==> config.mk <==
export PLATFORM = sky130hd
export DESIGN_NAME = dual_position_edge_capture
export DESIGN_NICKNAME = d
export VERILOG_FILES = /design/src/rtl/pos_capture_pkg.sv /design/src/rtl/dual_position_edge_capture.sv
export SDC_FILE = /design/constraint.sdc
export NUM_CORES = 1
export LEC_CHECK = 0
export ABC_AREA = 1
export BUFFER_PORTS_ARGS = -buffer_cell sky130_fd_sc_hd__buf_2
export CORE_ASPECT_RATIO = 1.5
export CORE_MARGIN = 5
export CORE_UTILIZATION = 25
export CTS_BUF_LIST = sky130_fd_sc_hd__clkbuf_8
export CTS_CLUSTER_SIZE = 8
export DETAILED_ROUTE_END_ITERATION = 10
export PLACE_DENSITY = 0.46
export SLEW_MARGIN = 15
export SYNTH_ARGS = -nofsm -noshare
export SYNTH_HDL_FRONTEND = slang
export SYNTH_SLANG_ARGS = --single-unit
==> constraint.sdc <==
create_clock -name i_sys_clk -period 2.6 [get_ports i_sys_clk]
set_input_delay 0.13 -clock i_sys_clk [delete_from_list [all_inputs] [get_ports i_sys_clk]]
set_output_delay 0.13 -clock i_sys_clk [all_outputs]
set_load 0.05 [all_outputs]
==> src/rtl/pos_capture_pkg.sv <==
// Constants and types for the dual position edge capture block
package pos_capture_pkg;

  localparam int UNITS = 2;
  localparam int SYNC_STAGES = 2;

  // Parameter addresses
  localparam logic [15:0] CAPTURE_DONE_STATUS_ADDR = 16'h0a02;
  localparam logic [15:0] UNIT_ONE_EDGE_SELECT_ADDR = 16'h0a04;
  localparam logic [15:0] UNIT_TWO_EDGE_SELECT_ADDR = 16'h0a06;
  localparam logic [15:0] UNIT_ONE_ARM_CONTROL_ADDR = 16'h0a08;
  localparam logic [15:0] UNIT_TWO_ARM_CONTROL_ADDR = 16'h0a0a;
  localparam logic [15:0] UNIT_ONE_LATCHED_POSITION_ADDR = 16'h0a0c;
  localparam logic [15:0] UNIT_TWO_LATCHED_POSITION_ADDR = 16'h0a0e;
  localparam logic [15:0] UNIT_ONE_EVENT_TALLY_ADDR = 16'h0a10;
  localparam logic [15:0] UNIT_TWO_EVENT_TALLY_ADDR = 16'h0a12;

  // Status bit positions
  localparam int DONE_BIT_ONE = 0;
  localparam int DONE_BIT_TWO = 1;

  // Arm control codes
  localparam logic [15:0] ARM_STOP = 16'h0000;
  localparam logic [15:0] ARM_ONCE = 16'h0001;
  localparam logic [15:0] ARM_CONT = 16'h0002;

  // Edge select codes
  localparam logic EDGE_FALLING = 1'b0;
  localparam logic EDGE_RISING = 1'b1;

  // Reset values
  localparam logic EDGE_SELECT_RESET = 1'b0;
  localparam logic [15:0] TALLY_RESET = 16'h0000;
  localparam logic [31:0] POSITION_RESET = 32'h0000_0000;
  localparam logic [31:0] READ_ZERO = 32'h0000_0000;

  typedef enum logic [1:0] {
    MODE_IDLE,
    MODE_ONCE,
    MODE_CONT
  } arm_mode_type;

  typedef struct packed {
    logic wr;
    logic rd;
    logic [15:0] addr;
    logic [15:0] wdata;
  } par_req_type;

  typedef struct packed {
    logic ack;
    logic [31:0] rdata;
  } par_rsp_type;

endpackage

==> src/rtl/dual_position_edge_capture.sv <==
// Two independent capture units latching motor position on input edges
`timescale 1ns/1ps
module dual_position_edge_capture (
  // Clock, reset, enable
  input wire logic i_sys_clk,
  input wire logic i_reset,
  input wire logic i_clk_en,
  // Capture input lines
  input wire logic i_capture_input_one,
  input wire logic i_capture_input_two,
  // Position from motion core
  input wire logic signed [31:0] i_motor_pos,
  input wire logic i_ref_shift_valid,
  input wire logic signed [31:0] i_ref_shift,
  // Parameter access
  input wire pos_capture_pkg::par_req_type i_par_req,
  output pos_capture_pkg::par_rsp_type o_par_rsp
);
  import pos_capture_pkg::*;

  logic [UNITS-1:0] cap_in;
  logic [UNITS-1:0] sync1_q;
  logic [UNITS-1:0] sync2_q;
  logic [UNITS-1:0] prev_q;
  logic [UNITS-1:0] edge_sel_q;
  logic [UNITS-1:0] done_q;
  logic [UNITS-1:0] ev;
  logic [UNITS-1:0] arm_wr;
  logic [UNITS-1:0] sel_wr;
  arm_mode_type mode_q [UNITS];
  arm_mode_type arm_val;
  logic [15:0] tally_q [UNITS];
  logic signed [31:0] pos_q [UNITS];
  logic [31:0] rdata_d;
  logic arm_ok;

  function automatic logic edge_hit(input logic sel, input logic now,
                                    input logic prev);
    edge_hit = (sel == EDGE_RISING) ? (now & ~prev) : (~now & prev);
  endfunction

  function automatic logic [15:0] arm_addr(input int u);
    arm_addr = (u == 0) ? UNIT_ONE_ARM_CONTROL_ADDR
                        : UNIT_TWO_ARM_CONTROL_ADDR;
  endfunction

  function automatic logic [15:0] sel_addr(input int u);
    sel_addr = (u == 0) ? UNIT_ONE_EDGE_SELECT_ADDR
                        : UNIT_TWO_EDGE_SELECT_ADDR;
  endfunction

  function automatic logic [15:0] mode_code(input arm_mode_type m);
    case (m)
      MODE_ONCE: mode_code = ARM_ONCE;
      MODE_CONT: mode_code = ARM_CONT;
      default: mode_code = ARM_STOP;
    endcase
  endfunction

  assign cap_in = {i_capture_input_two, i_capture_input_one};

  always_ff @(posedge i_sys_clk) begin
    if (i_reset) begin
      sync1_q <= '0;
      sync2_q <= '0;
      prev_q <= '0;
    end else if (i_clk_en) begin
      sync1_q <= cap_in;
      sync2_q <= sync1_q;
      prev_q <= sync2_q;
    end
  end

  // Arm value decode, out-of-range codes rejected
  always_comb begin
    arm_ok = 1'b1;
    case (i_par_req.wdata)
      ARM_STOP: arm_val = MODE_IDLE;
      ARM_ONCE: arm_val = MODE_ONCE;
      ARM_CONT: arm_val = MODE_CONT;
      default: begin
        arm_val = MODE_IDLE;
        arm_ok = 1'b0;
      end
    endcase
  end

  // Capture events and write strobes per unit
  always_comb begin
    for (int u = 0; u < UNITS; u++) begin
      ev[u] = i_clk_en && (mode_q[u] != MODE_IDLE) &&
              edge_hit(edge_sel_q[u], sync2_q[u], prev_q[u]);
      arm_wr[u] = i_clk_en && i_par_req.wr && arm_ok &&
                  (i_par_req.addr == arm_addr(u));
      sel_wr[u] = i_clk_en && i_par_req.wr &&
                  (i_par_req.addr == sel_addr(u));
    end
  end

  always_ff @(posedge i_sys_clk) begin
    if (i_reset) begin
      edge_sel_q <= {UNITS{EDGE_SELECT_RESET}};
    end else begin
      for (int u = 0; u < UNITS; u++) begin
        if (sel_wr[u]) begin
          edge_sel_q[u] <= i_par_req.wdata[0];
        end
      end
    end
  end

  always_ff @(posedge i_sys_clk) begin
    if (i_reset) begin
      for (int u = 0; u < UNITS; u++) begin
        mode_q[u] <= MODE_IDLE;
      end
    end else begin
      for (int u = 0; u < UNITS; u++) begin
        if (arm_wr[u]) begin
          mode_q[u] <= arm_val;
        end else if (ev[u] && mode_q[u] == MODE_ONCE) begin
          mode_q[u] <= MODE_IDLE;
        end
      end
    end
  end

  always_ff @(posedge i_sys_clk) begin
    if (i_reset) begin
      for (int u = 0; u < UNITS; u++) begin
        tally_q[u] <= TALLY_RESET;
      end
    end else begin
      for (int u = 0; u < UNITS; u++) begin
        if (arm_wr[u] && arm_val != MODE_IDLE) begin
          // Clear on activation, counting a same-cycle event
          tally_q[u] <= ev[u] ? 16'h0001 : TALLY_RESET;
        end else if (ev[u]) begin
          tally_q[u] <= tally_q[u] + 16'h0001;
        end
      end
    end
  end

  always_ff @(posedge i_sys_clk) begin
    if (i_reset) begin
      for (int u = 0; u < UNITS; u++) begin
        pos_q[u] <= POSITION_RESET;
      end
    end else begin
      for (int u = 0; u < UNITS; u++) begin
        if (ev[u]) begin
          pos_q[u] <= i_motor_pos;
        end else if (i_clk_en && i_ref_shift_valid) begin
          pos_q[u] <= pos_q[u] + i_ref_shift;
        end
      end
    end
  end

  // Done flags, set wins over clear
  always_ff @(posedge i_sys_clk) begin
    if (i_reset) begin
      done_q <= '0;
    end else begin
      for (int u = 0; u < UNITS; u++) begin
        if (ev[u]) begin
          done_q[u] <= 1'b1;
        end else if (arm_wr[u] && arm_val != MODE_IDLE) begin
          done_q[u] <= 1'b0;
        end
      end
    end
  end

  // Read mux
  always_comb begin
    rdata_d = READ_ZERO;
    case (i_par_req.addr)
      CAPTURE_DONE_STATUS_ADDR: rdata_d = {30'h0000_0000, done_q};
      UNIT_ONE_EDGE_SELECT_ADDR: rdata_d = {31'h0000_0000, edge_sel_q[0]};
      UNIT_TWO_EDGE_SELECT_ADDR: rdata_d = {31'h0000_0000, edge_sel_q[1]};
      UNIT_ONE_ARM_CONTROL_ADDR: rdata_d = {16'h0000, mode_code(mode_q[0])};
      UNIT_TWO_ARM_CONTROL_ADDR: rdata_d = {16'h0000, mode_code(mode_q[1])};
      UNIT_ONE_LATCHED_POSITION_ADDR: rdata_d = pos_q[0];
      UNIT_TWO_LATCHED_POSITION_ADDR: rdata_d = pos_q[1];
      UNIT_ONE_EVENT_TALLY_ADDR: rdata_d = {16'h0000, tally_q[0]};
      UNIT_TWO_EVENT_TALLY_ADDR: rdata_d = {16'h0000, tally_q[1]};
      default: rdata_d = READ_ZERO;
    endcase
  end

  always_ff @(posedge i_sys_clk) begin
    if (i_reset) begin
      o_par_rsp <= '0;
    end else if (i_clk_en) begin
      o_par_rsp.ack <= i_par_req.rd | i_par_req.wr;
      o_par_rsp.rdata <= i_par_req.rd ? rdata_d : READ_ZERO;
    end
  end
endmodule

==> run metrics <==
status finished, final reports clean; Layout Skew between 10 and 15 ps; Max Fclk a little over 400 MHz; layout cell share with drive strength beyond 1 0.1323; Max-Cap Viols 0; CTS root buffer clkbuf_8; fillcell total between 5k and 6k; Critical Path Fanout Max 4; Post-synth EDFFs 98; drt drc 0; RSZ-0062 raised after global routing no; core area 47450 µm²; Pwr per Cell Area roughly 470 nW/µm²; H-tree levels 4; Fin. Hold Viols 0; Clock Sinks about 140; All-Layer GR Usage 0.1852; Reg2Reg Depth 15; post-synthesis sequential area ratio 0.3218; Tcrit/Tclk final 0.9291; Lkg Pwr approximately 6.6 nW; cell taking the most area after synthesis edfxtp_1; CP endpoint pos_q[0][22]$_SDFFCE_PP0P_; area share of the largest cell type after synthesis 0.2464; Mapped Cells between 1.5k and 2k; top cells by count, synth nand2_1, inv_1, nand3_1; r2r setup slk around 180 ps; asr flop ratio synth 0; drt first-iter violations 835; DIE AREA between 50000 and 60000 µm²; Primary FF master, synth edfxtp_1; first-pass detailed-route iteration total 6; min cycle time layout 2416 ps; total negative slack 0 ps; clock-pin slew on the worst setup and hold paths approximately 90 ps; Worst Hold Slack around 45 ps; library cells used by synthesis 45; Final Util 0.2951; RR Startpoint pos_q[0][0]$_SDFFCE_PP0P_; Yosys reg bits 143; Worst-Skew Late Latency around 500 ps; Congestion Overflow GR 0; Hold WC Path Type in -> reg; Critical Path Source pos_q[0][0]$_SDFFCE_PP0P_; synth warn 0; Worst Path Arrival ~2700 ps; reg2reg end pos_q[0][22]$_SDFFCE_PP0P_; Startpoint Class flip-flop; final setup violating endpoints 0; Synthesized Nets ~2.0k; top cells by area, synth edfxtp_1, nand2_1, nand3_1; HPWL Detailed 40.57 mm; port bufs about 140; final net count roughly 2.1k; die width 188.5 µm; Slew Limit Fails 0; routed len/inst 19.43 µm; vias per cell roughly 4.8; TritonCTS clock tree done; Crit. End Element flip-flop; vias 12.30k; Netlist Area Pre-Place between 10000 and 15000 µm²; count leader, synth nand2_1; # IOs about 140; Slew headroom 0.4238; multi-input combinational cell area approximately 7000 µm²; IR drop worst, VDD 0.3344 mV; Avg Synthesized Cell Area roughly 6.7 µm²; worst-margin pin slew slightly below 900 ps; Antenna Nets Post-Route 0; Die Y approximately 280 µm; FF+latch area 3844 µm²; initial antenna violation count 1; first-pass GRT wire length 73.26 mm; Cell Rows 98; worst setup path category reg -> reg; Starting Density 0.2517; Max clock buf depth 2; largest net degree at the start of global routing 52; Req. time, crit path 2870 ps; Tot Pwr between 6 and 7 mW; vias in the first global route around 12k; Final GP Congestion between 0.9 and 1; TritonCTS buffer count 17; Layout area overhead 17.23%; WL final just under 50 mm
-- final cells by class --
type / count / share of cell area
multi-input combinational: 1366 / 0.4972
timing repair buffer: 187 / 0.08327
clock buffer: 17 / 0.01671
antenna: 1 / 0.0001787
inverter: 229 / 0.06138
tap: 600 / 0.05361
sequential: 143 / 0.2745
clock inverter: 15 / 0.01313
-- registers in the layout (all words and copies together) (netlist names) --
name and flops:
done_q 2, edge_sel_q 2, mode_q 4, o_par_rsp 33, pos_q 64, prev_q 2
sync1_q 2, sync2_q 2, tally_q 32
-- report_power, final --
group	internal (mW)	switching, mW	leakage [nW]	total [mW]
combinational	0.632	1.25	5.00	1.88
clock	0.963	1.06	0.212	2.02
sequential	2.58	0.109	1.39	2.69
total	4.18	2.42	6.60	6.60
-- layer usage --
layer | GRT usage | share of wire | wire, µm | vias up
met2 | 0.3523 | 0.53 | 26130 | 323
met4 | 0.07067 | 0.039 | 1947 | 0
met1 | 0.2070 | 0.40 | 19940 | 5712
li1 | - | - | - | 6188
met3 | 0.02467 | 0.034 | 1689 | 76
met5 | 0 | 0 | 0 | -
-- worst min-delay path by stage --
stage	from	endpoint	slack (ps)	cells after the start
2_1_floorplan	i_capture_input_one	sync1_q[0]$_SDFFE_PP0P_	260	2
3_3_place_gp	i_capture_input_one	sync1_q[0]$_SDFFE_PP0P_	370	3
3_5_place_dp	i_capture_input_one	sync1_q[0]$_SDFFE_PP0P_	370	3
4_1_cts	i_motor_pos[12]	pos_q[1][12]$_DFFE_PP_	1	3
5_1_grt	i_motor_pos[5]	pos_q[1][5]$_DFFE_PP_	30	3
6_report	i_motor_pos[15]	pos_q[1][15]$_DFFE_PP_	50	3
-- cell usage in the layout, fill, tap and decap left out, types with 17 or more instances in the layout --
cell | synthesis | routed
buf_4 | 10 | 26
dfxtp_1 | 45 | 45
o21ai_0 | 60 | 59
nor2_1 | 202 | 202
inv_1 | 224 | 225
nand3_1 | 223 | 220
edfxtp_1 | 98 | 98
nor3_1 | 21 | 21
nand4_1 | 34 | 34
buf_2 | 19 | 136
clkbuf_8 | 0 | 17
xor2_1 | 22 | 22
xnor2_1 | 26 | 26
dlygate4sd3_1 | 0 | 21
nand2_1 | 518 | 516
ha_1 | 64 | 63
a21oi_1 | 108 | 108
-- per-stage QoR --
stage          cells  cell area, µm²  setup slack, ps
2_1_floorplan   1791           11950            461.3
5_1_grt         2558           14000            3.603
4_1_cts         2556           13980            70.61
3_5_place_dp    2503           13360            62.20
6_report        2558           14000            184.4
3_3_place_gp    2503           13360            67.19
-- worst max-delay path: stages (launching register included) --
cell and delay (ps):
edfxtp_1 360, ha_2 220, inv_1 60, fa_1 390, inv_1 90, nand3_1 70, nand3_1 170, nand2_1 70
nand2_1 120, nand2_1 100, nand2_1 180, nand2_1 100, nand3_1 80, nand3_1 80, nand2_1 70, inv_1 30
-- logic make-up after synthesis --
logic type	count (synthesis)	share of synthesized area
buffers and inverters	282	0.09762
adders and majority gates	66	0.07039
and+or+nand+nor	1053	0.3836
xor gates and xnor gates	48	0.03519
DFF	143	0.3218
AOI/OAI and AO/OA	199	0.09144
-- repair_timing --
item,in CTS,in global routing
setup buffers,0,1
endpoints found under the hold margin,23,0
hold buffers,21,0
endpoints found under the setup margin,0,10
gates resized for setup,0,4
(Power assumes the default switching activity.)
